### config.mk
export PLATFORM = sky130hd
export DESIGN_NAME = coid_decoder
export DESIGN_NICKNAME = d
export VERILOG_FILES = /design/src/core/coid_pkg.sv /design/src/core/coid_ram.sv /design/src/core/coid_decoder.sv
export SDC_FILE = /design/constraint.sdc
export NUM_CORES = 2
export LEC_CHECK = 0
export BUFFER_PORTS_ARGS = -buffer_cell sky130_fd_sc_hd__buf_2
export CAP_MARGIN = 20
export CORE_ASPECT_RATIO = 1.1
export CORE_MARGIN = 2
export CORE_UTILIZATION = 24
export CTS_BUF_LIST = sky130_fd_sc_hd__clkbuf_4 sky130_fd_sc_hd__clkbuf_8 sky130_fd_sc_hd__clkbuf_16
export CTS_CLUSTER_DIAMETER = 120
export DETAILED_ROUTE_END_ITERATION = 8
export GPL_TIMING_DRIVEN = 0
export PLACE_DENSITY = 0.39
export SYNTH_ARGS = -nofsm -noshare
export SYNTH_HDL_FRONTEND = slang
export SYNTH_SLANG_ARGS = --single-unit
export TNS_END_PERCENT = 1
### constraint.sdc
create_clock -name SYS_CLK_IN -period 7.55 [get_ports SYS_CLK_IN]
set_input_delay 0.755 -clock SYS_CLK_IN [delete_from_list [all_inputs] [get_ports SYS_CLK_IN]]
set_output_delay 0.755 -clock SYS_CLK_IN [all_outputs]
set_load 0.02 [all_outputs]
### src/core/coid_pkg.sv
// Contract
// - only instruction and data registers, chosen by the register select line alone
// - while busy, only busy and address read is accepted; others ignored
// - busy reads 1 during execution, 0 once next instruction can be taken
// - clear blanks display ram, counter to zero, within clear time
// - home zeroes counter, undoes display shift, keeps display ram
// - entry mode loads step direction and entry shift enable
// - display control loads display on, cursor visible, blink enable
// - shift instruction with low bits 00 moves cursor or shifts display
// - shift instruction with low bits 11 loads graphics mode and supply on
// - function set loads bus width, line count, font height, font table
// - glyph address instruction loads address, targets glyph ram
// - display address instruction loads address, targets display ram
// - status read returns busy on bit 7, counter on bits 6..0
// - data write stores byte into last addressed ram
// - data read returns byte at currently addressed ram location
// - each ram data write steps the address by one
// - entry shift happens together with the display ram data write
// - counter steps after ram access, visible when busy returns to zero
// - step direction 1 increments, 0 decrements
// - move cursor or shift display left or right by shift direction
// - graphics mode 1 graphic, supply on 1 enables converter
package coid_pkg;

    // =====================================================
    // register selection
    localparam logic REG_INSTR = 1'b0;
    localparam logic REG_DATA = 1'b1;

    // =====================================================
    // instruction field positions
    localparam int BIT_STATUS_BUSY = 7;
    localparam int BIT_ENTRY_DIR = 1;
    localparam int BIT_ENTRY_SHIFT = 0;
    localparam int BIT_DISP_ON = 2;
    localparam int BIT_CURSOR = 1;
    localparam int BIT_BLINK = 0;
    localparam int BIT_SHIFT_SEL = 3;
    localparam int BIT_SHIFT_DIR = 2;
    localparam int BIT_GRAPHICS = 3;
    localparam int BIT_SUPPLY = 2;
    localparam int BIT_BUS_WIDTH = 4;
    localparam int BIT_LINES = 3;
    localparam int BIT_FONT_H = 2;
    localparam logic [1:0] SHIFT_SUB_MOVE = 2'h0;
    localparam logic [1:0] SHIFT_SUB_MODE = 2'h3;

    // =====================================================
    // reset values
    localparam logic RST_STEP_DIR = 1'b1;
    localparam logic RST_ENTRY_SHIFT = 1'b0;
    localparam logic RST_DISP_ON = 1'b0;
    localparam logic RST_CURSOR = 1'b0;
    localparam logic RST_BLINK = 1'b0;
    localparam logic RST_GRAPHICS = 1'b0;
    localparam logic RST_SUPPLY = 1'b0;
    localparam logic RST_BUS_WIDTH = 1'b1;
    localparam logic RST_LINES = 1'b0;
    localparam logic RST_FONT_H = 1'b0;
    localparam logic [1:0] RST_FONT_TABLE = 2'h0;
    localparam logic [6:0] RST_ADDR = 7'h00;
    localparam logic [7:0] BLANK_CODE = 8'h20;

    // =====================================================
    // memory sizes
    localparam int DISP_AW = 7;
    localparam int GLYPH_AW = 6;
    localparam int DISP_WORDS = 128;

    // =====================================================
    // timing
    localparam int CLK_KHZ = 25000;
    localparam int CLEAR_TIME_US = 6200;
    localparam int CLEAR_CYC = (CLEAR_TIME_US * CLK_KHZ) / 1000;
    localparam int EXEC_CYC = 2;
    localparam int CNT_W = 18;

    // =====================================================
    // types
    typedef enum logic [3:0] {
        OP_NONE, OP_CLEAR, OP_HOME, OP_ENTRY, OP_DISPLAY,
        OP_SHIFT, OP_MODE, OP_FUNC, OP_GLYPH, OP_DISP_ADDR
    } coid_op_e;

    typedef enum logic [1:0] {
        ST_IDLE, ST_EXEC, ST_CLEAR
    } coid_state_e;

endpackage : coid_pkg

### src/core/coid_ram.sv
module coid_ram #(
    parameter int AW = 7
) (
    input wire logic clk_in,
    input wire logic we_in,
    input wire logic [AW-1:0] addr_in,
    input wire logic [7:0] wdata_in,
    output logic [7:0] rdata_out
);

    // =====================================================
    // storage
    logic [7:0] mem_ff [0:(1<<AW)-1];

    always_ff @(posedge clk_in) begin
        if (we_in) begin
            mem_ff[addr_in] <= wdata_in;
        end
    end

    assign rdata_out = mem_ff[addr_in];

endmodule : coid_ram

### src/core/coid_decoder.sv
// The placing of the registers and the strobed register port were chosen for this implementation.
module coid_decoder #(
    parameter int CLEAR_CYCLES = coid_pkg::CLEAR_CYC
) (
    input wire logic SYS_CLK_IN,
    input wire logic RST_B_IN,
    input wire logic REG_SEL_IN,
    input wire logic [7:0] WDATA_IN,
    input wire logic WR_IN,
    input wire logic RD_IN,
    output logic [7:0] RDATA_OUT,
    output logic BUSY_OUT,
    output logic [6:0] ADDR_COUNTER_OUT,
    output logic GLYPH_SEL_OUT,
    output logic STEP_DIR_OUT,
    output logic ENTRY_SHIFT_OUT,
    output logic DISPLAY_ON_OUT,
    output logic CURSOR_VISIBLE_OUT,
    output logic BLINK_OUT,
    output logic GRAPHICS_MODE_OUT,
    output logic SUPPLY_ON_OUT,
    output logic BUS_WIDTH_OUT,
    output logic LINE_COUNT_OUT,
    output logic FONT_HEIGHT_OUT,
    output logic [1:0] FONT_TABLE_OUT,
    output logic [6:0] DISPLAY_SHIFT_OUT
);

    // =====================================================
    // decode by highest set bit
    function automatic coid_pkg::coid_op_e coid_decode(input logic [7:0] b);
        coid_pkg::coid_op_e op;
        op = coid_pkg::OP_NONE;
        if (b[7]) begin
            op = coid_pkg::OP_DISP_ADDR;
        end else if (b[6]) begin
            op = coid_pkg::OP_GLYPH;
        end else if (b[5]) begin
            op = coid_pkg::OP_FUNC;
        end else if (b[4]) begin
            if (b[1:0] == coid_pkg::SHIFT_SUB_MODE) begin
                op = coid_pkg::OP_MODE;
            end else if (b[1:0] == coid_pkg::SHIFT_SUB_MOVE) begin
                op = coid_pkg::OP_SHIFT;
            end
        end else if (b[3]) begin
            op = coid_pkg::OP_DISPLAY;
        end else if (b[2]) begin
            op = coid_pkg::OP_ENTRY;
        end else if (b[1]) begin
            op = coid_pkg::OP_HOME;
        end else if (b[0]) begin
            op = coid_pkg::OP_CLEAR;
        end
        return op;
    endfunction : coid_decode

    // =====================================================
    // state
    coid_pkg::coid_state_e st_ff;
    coid_pkg::coid_state_e nxt_st;
    logic [coid_pkg::CNT_W-1:0] cnt_ff;
    logic [coid_pkg::CNT_W-1:0] nxt_cnt;
    logic [6:0] addr_cnt_ff;
    logic [6:0] shift_ff;
    logic [7:0] clr_addr_ff;
    logic glyph_sel_ff;
    logic step_pend_ff;
    logic step_dir_ff;
    logic entry_shift_ff;
    logic disp_on_ff;
    logic cursor_ff;
    logic blink_ff;
    logic graphics_ff;
    logic supply_ff;
    logic bus_width_ff;
    logic lines_ff;
    logic font_h_ff;
    logic [1:0] font_table_ff;
    logic [7:0] rdata_ff;

    logic busy;
    logic instr_wr;
    logic data_wr;
    logic data_rd;
    logic stat_rd;
    logic clearing;
    logic exec_done;
    coid_pkg::coid_op_e op;
    logic [6:0] addr_up;
    logic [6:0] addr_dn;
    logic dd_we;
    logic gl_we;
    logic [6:0] dd_addr;
    logic [7:0] dd_wdata;
    logic [7:0] dd_rdata;
    logic [7:0] gl_rdata;

    // =====================================================
    // host access qualification
    assign busy = (st_ff != coid_pkg::ST_IDLE);
    assign op = coid_decode(WDATA_IN);
    assign instr_wr = WR_IN && (REG_SEL_IN == coid_pkg::REG_INSTR) && !busy;
    assign data_wr = WR_IN && (REG_SEL_IN == coid_pkg::REG_DATA) && !busy;
    assign data_rd = RD_IN && (REG_SEL_IN == coid_pkg::REG_DATA) && !busy;
    assign stat_rd = RD_IN && (REG_SEL_IN == coid_pkg::REG_INSTR);
    assign clearing = (st_ff == coid_pkg::ST_CLEAR) &&
                      (clr_addr_ff < 8'(coid_pkg::DISP_WORDS));
    assign exec_done = (st_ff != coid_pkg::ST_IDLE) && (cnt_ff == '0);
    assign addr_up = addr_cnt_ff + 7'h01;
    assign addr_dn = addr_cnt_ff - 7'h01;

    // =====================================================
    // execution sequencer
    always_comb begin
        nxt_st = st_ff;
        nxt_cnt = cnt_ff;
        case (st_ff)
            coid_pkg::ST_IDLE: begin
                if (instr_wr && (op == coid_pkg::OP_CLEAR)) begin
                    nxt_st = coid_pkg::ST_CLEAR;
                    nxt_cnt = coid_pkg::CNT_W'(CLEAR_CYCLES - 1);
                end else if ((instr_wr && (op != coid_pkg::OP_NONE)) || data_wr || data_rd) begin
                    nxt_st = coid_pkg::ST_EXEC;
                    nxt_cnt = coid_pkg::CNT_W'(coid_pkg::EXEC_CYC - 1);
                end
            end
            coid_pkg::ST_EXEC, coid_pkg::ST_CLEAR: begin
                if (cnt_ff == '0) begin
                    nxt_st = coid_pkg::ST_IDLE;
                end else begin
                    nxt_cnt = cnt_ff - 1'b1;
                end
            end
            default: begin
                nxt_st = coid_pkg::ST_IDLE;
            end
        endcase
    end

    always_ff @(posedge SYS_CLK_IN or negedge RST_B_IN) begin
        if (!RST_B_IN) begin
            st_ff <= coid_pkg::ST_IDLE;
            cnt_ff <= '0;
        end else begin
            st_ff <= nxt_st;
            cnt_ff <= nxt_cnt;
        end
    end

    // =====================================================
    // clear sweep over display ram
    always_ff @(posedge SYS_CLK_IN or negedge RST_B_IN) begin
        if (!RST_B_IN) begin
            clr_addr_ff <= 8'h00;
        end else if (instr_wr && (op == coid_pkg::OP_CLEAR)) begin
            clr_addr_ff <= 8'h00;
        end else if (clearing) begin
            clr_addr_ff <= clr_addr_ff + 8'h01;
        end
    end

    // =====================================================
    // address counter
    always_ff @(posedge SYS_CLK_IN or negedge RST_B_IN) begin
        if (!RST_B_IN) begin
            addr_cnt_ff <= coid_pkg::RST_ADDR;
        end else if (instr_wr) begin
            case (op)
                coid_pkg::OP_CLEAR, coid_pkg::OP_HOME: begin
                    addr_cnt_ff <= coid_pkg::RST_ADDR;
                end
                coid_pkg::OP_DISP_ADDR: begin
                    addr_cnt_ff <= WDATA_IN[6:0];
                end
                coid_pkg::OP_GLYPH: begin
                    addr_cnt_ff <= {1'b0, WDATA_IN[5:0]};
                end
                coid_pkg::OP_SHIFT: begin
                    if (!WDATA_IN[coid_pkg::BIT_SHIFT_SEL]) begin
                        addr_cnt_ff <= WDATA_IN[coid_pkg::BIT_SHIFT_DIR] ? addr_up : addr_dn;
                    end
                end
                default: begin
                    addr_cnt_ff <= addr_cnt_ff;
                end
            endcase
        end else if (exec_done && step_pend_ff) begin
            addr_cnt_ff <= step_dir_ff ? addr_up : addr_dn;
        end
    end

    always_ff @(posedge SYS_CLK_IN or negedge RST_B_IN) begin
        if (!RST_B_IN) begin
            step_pend_ff <= 1'b0;
        end else if (data_wr || data_rd) begin
            step_pend_ff <= 1'b1;
        end else if (exec_done) begin
            step_pend_ff <= 1'b0;
        end
    end

    // =====================================================
    // ram target selection
    always_ff @(posedge SYS_CLK_IN or negedge RST_B_IN) begin
        if (!RST_B_IN) begin
            glyph_sel_ff <= 1'b0;
        end else if (instr_wr && (op == coid_pkg::OP_GLYPH)) begin
            glyph_sel_ff <= 1'b1;
        end else if (instr_wr && ((op == coid_pkg::OP_DISP_ADDR) || (op == coid_pkg::OP_CLEAR) ||
                                  (op == coid_pkg::OP_HOME))) begin
            glyph_sel_ff <= 1'b0;
        end
    end

    // =====================================================
    // display shift offset
    always_ff @(posedge SYS_CLK_IN or negedge RST_B_IN) begin
        if (!RST_B_IN) begin
            shift_ff <= 7'h00;
        end else if (instr_wr && ((op == coid_pkg::OP_CLEAR) || (op == coid_pkg::OP_HOME))) begin
            shift_ff <= 7'h00;
        end else if (instr_wr && (op == coid_pkg::OP_SHIFT) &&
                     WDATA_IN[coid_pkg::BIT_SHIFT_SEL]) begin
            shift_ff <= WDATA_IN[coid_pkg::BIT_SHIFT_DIR] ? shift_ff - 7'h01 :
                                                           shift_ff + 7'h01;
        end else if (data_wr && entry_shift_ff && !glyph_sel_ff) begin
            shift_ff <= step_dir_ff ? shift_ff + 7'h01 : shift_ff - 7'h01;
        end
    end

    // =====================================================
    // entry mode bits
    always_ff @(posedge SYS_CLK_IN or negedge RST_B_IN) begin
        if (!RST_B_IN) begin
            step_dir_ff <= coid_pkg::RST_STEP_DIR;
            entry_shift_ff <= coid_pkg::RST_ENTRY_SHIFT;
        end else if (instr_wr && (op == coid_pkg::OP_ENTRY)) begin
            step_dir_ff <= WDATA_IN[coid_pkg::BIT_ENTRY_DIR];
            entry_shift_ff <= WDATA_IN[coid_pkg::BIT_ENTRY_SHIFT];
        end else if (instr_wr && (op == coid_pkg::OP_CLEAR)) begin
            step_dir_ff <= 1'b1;
        end
    end

    // =====================================================
    // display control bits
    always_ff @(posedge SYS_CLK_IN or negedge RST_B_IN) begin
        if (!RST_B_IN) begin
            disp_on_ff <= coid_pkg::RST_DISP_ON;
            cursor_ff <= coid_pkg::RST_CURSOR;
            blink_ff <= coid_pkg::RST_BLINK;
        end else if (instr_wr && (op == coid_pkg::OP_DISPLAY)) begin
            disp_on_ff <= WDATA_IN[coid_pkg::BIT_DISP_ON];
            cursor_ff <= WDATA_IN[coid_pkg::BIT_CURSOR];
            blink_ff <= WDATA_IN[coid_pkg::BIT_BLINK];
        end
    end

    // =====================================================
    // graphics and supply bits
    always_ff @(posedge SYS_CLK_IN or negedge RST_B_IN) begin
        if (!RST_B_IN) begin
            graphics_ff <= coid_pkg::RST_GRAPHICS;
            supply_ff <= coid_pkg::RST_SUPPLY;
        end else if (instr_wr && (op == coid_pkg::OP_MODE)) begin
            graphics_ff <= WDATA_IN[coid_pkg::BIT_GRAPHICS];
            supply_ff <= WDATA_IN[coid_pkg::BIT_SUPPLY];
        end
    end

    // =====================================================
    // function set bits
    always_ff @(posedge SYS_CLK_IN or negedge RST_B_IN) begin
        if (!RST_B_IN) begin
            bus_width_ff <= coid_pkg::RST_BUS_WIDTH;
            lines_ff <= coid_pkg::RST_LINES;
            font_h_ff <= coid_pkg::RST_FONT_H;
            font_table_ff <= coid_pkg::RST_FONT_TABLE;
        end else if (instr_wr && (op == coid_pkg::OP_FUNC)) begin
            bus_width_ff <= WDATA_IN[coid_pkg::BIT_BUS_WIDTH];
            lines_ff <= WDATA_IN[coid_pkg::BIT_LINES];
            font_h_ff <= WDATA_IN[coid_pkg::BIT_FONT_H];
            font_table_ff <= WDATA_IN[1:0];
        end
    end

    // =====================================================
    // ram ports
    assign dd_we = clearing || (data_wr && !glyph_sel_ff);
    assign gl_we = data_wr && glyph_sel_ff;
    assign dd_addr = clearing ? clr_addr_ff[6:0] : addr_cnt_ff;
    assign dd_wdata = clearing ? coid_pkg::BLANK_CODE : WDATA_IN;

    coid_ram #(
        .AW(coid_pkg::DISP_AW)
    ) u_disp_ram (
        .clk_in(SYS_CLK_IN),
        .we_in(dd_we),
        .addr_in(dd_addr),
        .wdata_in(dd_wdata),
        .rdata_out(dd_rdata)
    );

    coid_ram #(
        .AW(coid_pkg::GLYPH_AW)
    ) u_glyph (
        .clk_in(SYS_CLK_IN),
        .we_in(gl_we),
        .addr_in(addr_cnt_ff[coid_pkg::GLYPH_AW-1:0]),
        .wdata_in(WDATA_IN),
        .rdata_out(gl_rdata)
    );

    // =====================================================
    // read data, one cycle after the strobe
    always_ff @(posedge SYS_CLK_IN or negedge RST_B_IN) begin
        if (!RST_B_IN) begin
            rdata_ff <= 8'h00;
        end else if (stat_rd) begin
            rdata_ff <= {busy, addr_cnt_ff};
        end else if (data_rd) begin
            rdata_ff <= glyph_sel_ff ? gl_rdata : dd_rdata;
        end else begin
            rdata_ff <= 8'h00;
        end
    end

    // =====================================================
    // outputs
    assign RDATA_OUT = rdata_ff;
    assign BUSY_OUT = busy;
    assign ADDR_COUNTER_OUT = addr_cnt_ff;
    assign GLYPH_SEL_OUT = glyph_sel_ff;
    assign STEP_DIR_OUT = step_dir_ff;
    assign ENTRY_SHIFT_OUT = entry_shift_ff;
    assign DISPLAY_ON_OUT = disp_on_ff;
    assign CURSOR_VISIBLE_OUT = cursor_ff;
    assign BLINK_OUT = blink_ff;
    assign GRAPHICS_MODE_OUT = graphics_ff;
    assign SUPPLY_ON_OUT = supply_ff;
    assign BUS_WIDTH_OUT = bus_width_ff;
    assign LINE_COUNT_OUT = lines_ff;
    assign FONT_HEIGHT_OUT = font_h_ff;
    assign FONT_TABLE_OUT = font_table_ff;
    assign DISPLAY_SHIFT_OUT = shift_ff;

endmodule : coid_decoder

==> run_results.csv <==
group,metric,value,unit
clock_tree,clock_insertion_delay_at_the_later_pin_of_the_skew_report,0.86,ns
pwr,clockPowerShare,0.297,
sta,period_share,0.888,
worst_hold_path,min-delay-start,"REG_SEL_IN",
route,routed_wl,299,mm
critical_path,cp-end-kind,"flop",
critical_path,path_max_fanout,10,
yosys,ys_ff_latch,1600,
route,vias,42700,
placed_design,hpwlAfterDp,202,mm
pwr,leak,0.0236,uW
layout,finalNetCount,4485,
layout,post_route_cells_drive_above_1_share,0.164,
yosys,netlist_top_cells_area,"edfxtp_1 (74%), o22ai_1 (4.2%), dfrtp_1 (2.5%)",
route,firstDrtPassIters,6,
sta,setup_viol_count_final,0,
route,antenna_nets_post_route,0,
clock_tree,cts_resized,0,
sta,max_freq,149,MHz
global_route,global_route.usage.total,0.219,
critical_path,crit-reg2reg-launch,"st_ff[0]",
yosys,synth_cells,4087,
critical_path,startpoint_type,"flop",
yosys,edff_count_synth,1536,
critical_path,rr_endpoint,"RDATA_OUT[3]",
critical_path,cp.arrival,7.42,ns
status,result_of_the_run,"finished clean",
floorplanning,design.die.area,264000,um^2
layout,area_delta_synth_final,19.9,%
placed_design,postPlaceCellArea,69000,um^2
layout,final_core_util,0.289,
pwr,combinational_share_of_power,0.357,
critical_path,worstRegToRegCells,16,
clock_tree,cts-root-buf,"clkbuf_16",
pwr,power-per-cell-area,388,nW/um^2
clock_tree,clkSinkCount,1600,
global_route,largest_net_degree_at_the_start_of_global_routing,80,
pwr,highest_ir_drop_seen_on_vdd,186,uV
floorplanning,fp.dieH,539,um
sta,timing.slew.headroom,0.0646,
yosys,postSynthNetCount,4111,
floorplanning,initial_core_util,0.241,
yosys,synth_warnings,0,
critical_path,worstSetupPathType,"reg2reg",
sta,setup_repair_after_global_routing_missed_its_margin,"false",
yosys,yosys.area.top_type,"edfxtp_1",
clock_tree,clock_path_buffers,3,
yosys,yosys_most_used_dff,"edfxtp_1",
sta,min_period,6.70,ns
worst_hold_path,worstHoldPathType,"in2reg",
global_route,overflow_left_after_global_routing,0,
critical_path,reg2reg_slack,0.85,ns
floorplanning,ioPinCount,49,
sta,final_max_slew_viol_count,0,
layout,fin_area,74800,um^2
placed_design,finalWeightedCongestion,0.930,
yosys,synth_sequential_area_ratio,0.765,
global_route,number_of_antenna_violations_at_the_first_check_in_global_routing,21,
route,vias_per_cell,5.29,
clock_tree,clkSlewWorstSetupHoldPaths,0.06,ns
sta,setup_clock_skew_after_layout,0.0494,ns
route,drt-initial-drc-count,5966,
pwr,power.net_switching,11900,uW
placed_design,port_buffers,47,
yosys,post-synth-top-area-fraction,0.740,
clock_tree,cts_max_level,4,
yosys,ys_types,99,
clock_tree,tritoncts,"yes",
route,route.detailed.wl_per_inst,37.0,um
floorplanning,fp.coreArea,259000,um^2
worst_hold_path,hold_path_depth,3,
route,detail_route.drc_violations,0,
global_route,grt_pass1_wl,390,mm
global_route,number_of_global_route_vias_before_repair,40400,
yosys,netlist_area,62400,um^2
clock_tree,tritoncts_buffers,177,
flow_run,cap_viol_max_count,0,
floorplanning,rows,196,
pwr,share_seq_of_total_power,0.347,
pwr,netSwitchingFraction,0.411,
yosys,synth_async_sr_flop_share,0.0400,
sta,worst_slew_pin_slew,1.40,ns
sta,hold_violations,0,
pwr,power_report.internal_total,17100,uW
critical_path,required,8.27,ns
yosys,synthesis.area_per_instance,15.3,um^2
floorplanning,dieWidth,490,um
worst_hold_path,hold-path-endpoint,"step_pend_ff",
==> kinds of logic (layout without fill, tap and decap cells) <==
family                   Yosys count  count (layout)  share of synthesized area
AO/OA/AOI/OAI                   1074            1074                      0.120
XOR/XNOR                          20              20                    0.00281
adder cells (fa/ha/maj)           11              11                    0.00221
buffers and inverters            279             791                     0.0224
flip-flops                      1600            1600                      0.765
multiplexers                      88              88                     0.0161
other                              0               8                          0
AND/OR/NAND/NOR                 1015            1015                     0.0714
==> cells in the mapped netlist, types with 14 or more instances <==
library cell,instances
edfxtp_1,1536
o22ai_1,419
nand2_1,413
nor2_1,329
buf_2,122
a21oi_1,121
clkbuf_1,80
a31oi_1,78
nand3_1,76
o21ai_0,67
dfrtp_1,62
mux2i_1,45
nor3_1,43
o221ai_1,39
a221oi_1,38
a22oi_1,38
mux2_2,36
a32oi_1,34
nor4_1,32
a211oi_1,28
o22a_1,26
inv_1,25
buf_4,24
o31ai_1,21
o41ai_1,17
and3_1,15
nand2b_1,15
o211ai_1,15
a22o_1,14
a32o_1,14
buf_6,14
==> worst max-delay path: stages, from the launching register on <==
cell and delay, ns:
dfrtp_1 0.38, inv_1 0.09, ha_1 0.19, buf_4 0.18, nand2b_1 0.08, buf_6 0.14, buf_6 0.16, a22oi_2 0.16
buf_2 0.36, buf_2 0.68, buf_4 0.47, o22ai_1 0.24, nor4_2 0.93, o22ai_1 0.41, nor3_1 1.11, o21ai_1 0.56
o211ai_2 0.34
==> power by group through the flow <==
stage	sequential (uW)	clock, uW	combinational [uW]
2_1_floorplan	10200	0	4050
3_3_place_gp	10300	0	9670
3_5_place_dp	10200	0	10100
4_1_cts	10000	8670	10100
5_1_grt	10100	8990	10300
6_report	10000	8590	10300
==> through the flow <==
step / hold slack (ns) / total power [uW] / cells / TNS (ns) / setup WS [ns]
final: 0.395 / 29000 / 8072 / 0 / 0.846
after global routing: 0.399 / 29400 / 8065 / 0 / 1.02
after CTS: 0.350 / 28800 / 8051 / 0 / 1.03
after detailed placement: 0.490 / 20300 / 7733 / 0 / 1.10
after global placement: 0.470 / 19900 / 7599 / -828.66 / -3.60
after floorplan: 0.459 / 14300 / 4087 / 0 / 2.29
==> registers in the layout (all words and copies together), names as in the netlist, 2 cells and up <==
name / flops
clr_addr_ff: 8
DISPLAY_SHIFT_OUT: 7
ADDR_COUNTER_OUT: 7
cnt_ff: 18
u_disp_ram.mem_ff: 1024
FONT_TABLE_OUT: 2
st_ff: 2
u_glyph.mem_ff: 512
RDATA_OUT: 8
==> per-layer routing <==
| metal | routed length (um) | global-route usage | vias up |
|---|---|---|---|
| met5 | 15 | 0 | - |
| met4 | 14500 | 0.0955 | 2 |
| met3 | 23100 | 0.0374 | 533 |
| met2 | 139000 | 0.353 | 2409 |
| met1 | 123000 | 0.290 | 22700 |
| li1 | - | - | 17100 |
==> layout make-up <==
class / count / area (um^2)
tap: 3465 / 4340
buffer: 252 / 1300
antenna: 8 / 20.0
timing repair buffer: 195 / 2270
clock buffer: 234 / 4900
inverter: 27 / 101
fill: 26100 / 184000
sequential: 1600 / 47700
clock inverter: 83 / 726
multi-input combinational: 2208 / 13400
==> cell usage in the layout (no fill, tap or decap), types with 20 or more instances in the layout <==
master / netlist / routed
o22ai_1: 419 / 415
o22a_1: 26 / 26
buf_4: 24 / 54
nand3_1: 76 / 76
nor4_1: 32 / 30
a221oi_1: 38 / 38
nor3_1: 43 / 42
a211oi_1: 28 / 28
a22oi_1: 38 / 38
a21oi_1: 121 / 121
nand2_1: 413 / 412
buf_6: 14 / 76
nor2_1: 329 / 326
clkinv_2: 0 / 20
clkbuf_4: 0 / 54
clkinv_1: 1 / 41
clkbuf_16: 0 / 179
o21ai_0: 67 / 66
a32oi_1: 34 / 34
buf_8: 0 / 34
o221ai_1: 39 / 39
mux2_2: 36 / 36
a31oi_1: 78 / 77
inv_1: 25 / 25
dfrtp_1: 62 / 62
o31ai_1: 21 / 21
clkbuf_1: 80 / 75
edfxtp_1: 1536 / 1536
buf_2: 122 / 164
mux2i_1: 45 / 43
==> how the worst max path moves through the flow <==
stage | start | to | slack (ns) | depth (start not counted)
6_report | st_ff[0] | RDATA_OUT[3] | 0.85 | 16
5_1_grt | st_ff[0] | RDATA_OUT[7] | 1.02 | 15
4_1_cts | ADDR_COUNTER_OUT[2] | RDATA_OUT[7] | 1.03 | 12
3_5_place_dp | ADDR_COUNTER_OUT[2] | RDATA_OUT[7] | 1.10 | 12
3_3_place_gp | WDATA_IN[0] | u_disp_ram.mem_ff[25][0] | -3.60 | 3
2_1_floorplan | st_ff[0] | u_disp_ram.mem_ff[0][0] | 2.29 | 9
==> what timing repair did <==
action / 4_1_cts / 5_1_grt
buffers inserted: 0 / 0
hold buffers: 1 / 0
hold endpoints to repair: 31 / 0
Power figures use the tool's default switching activity.
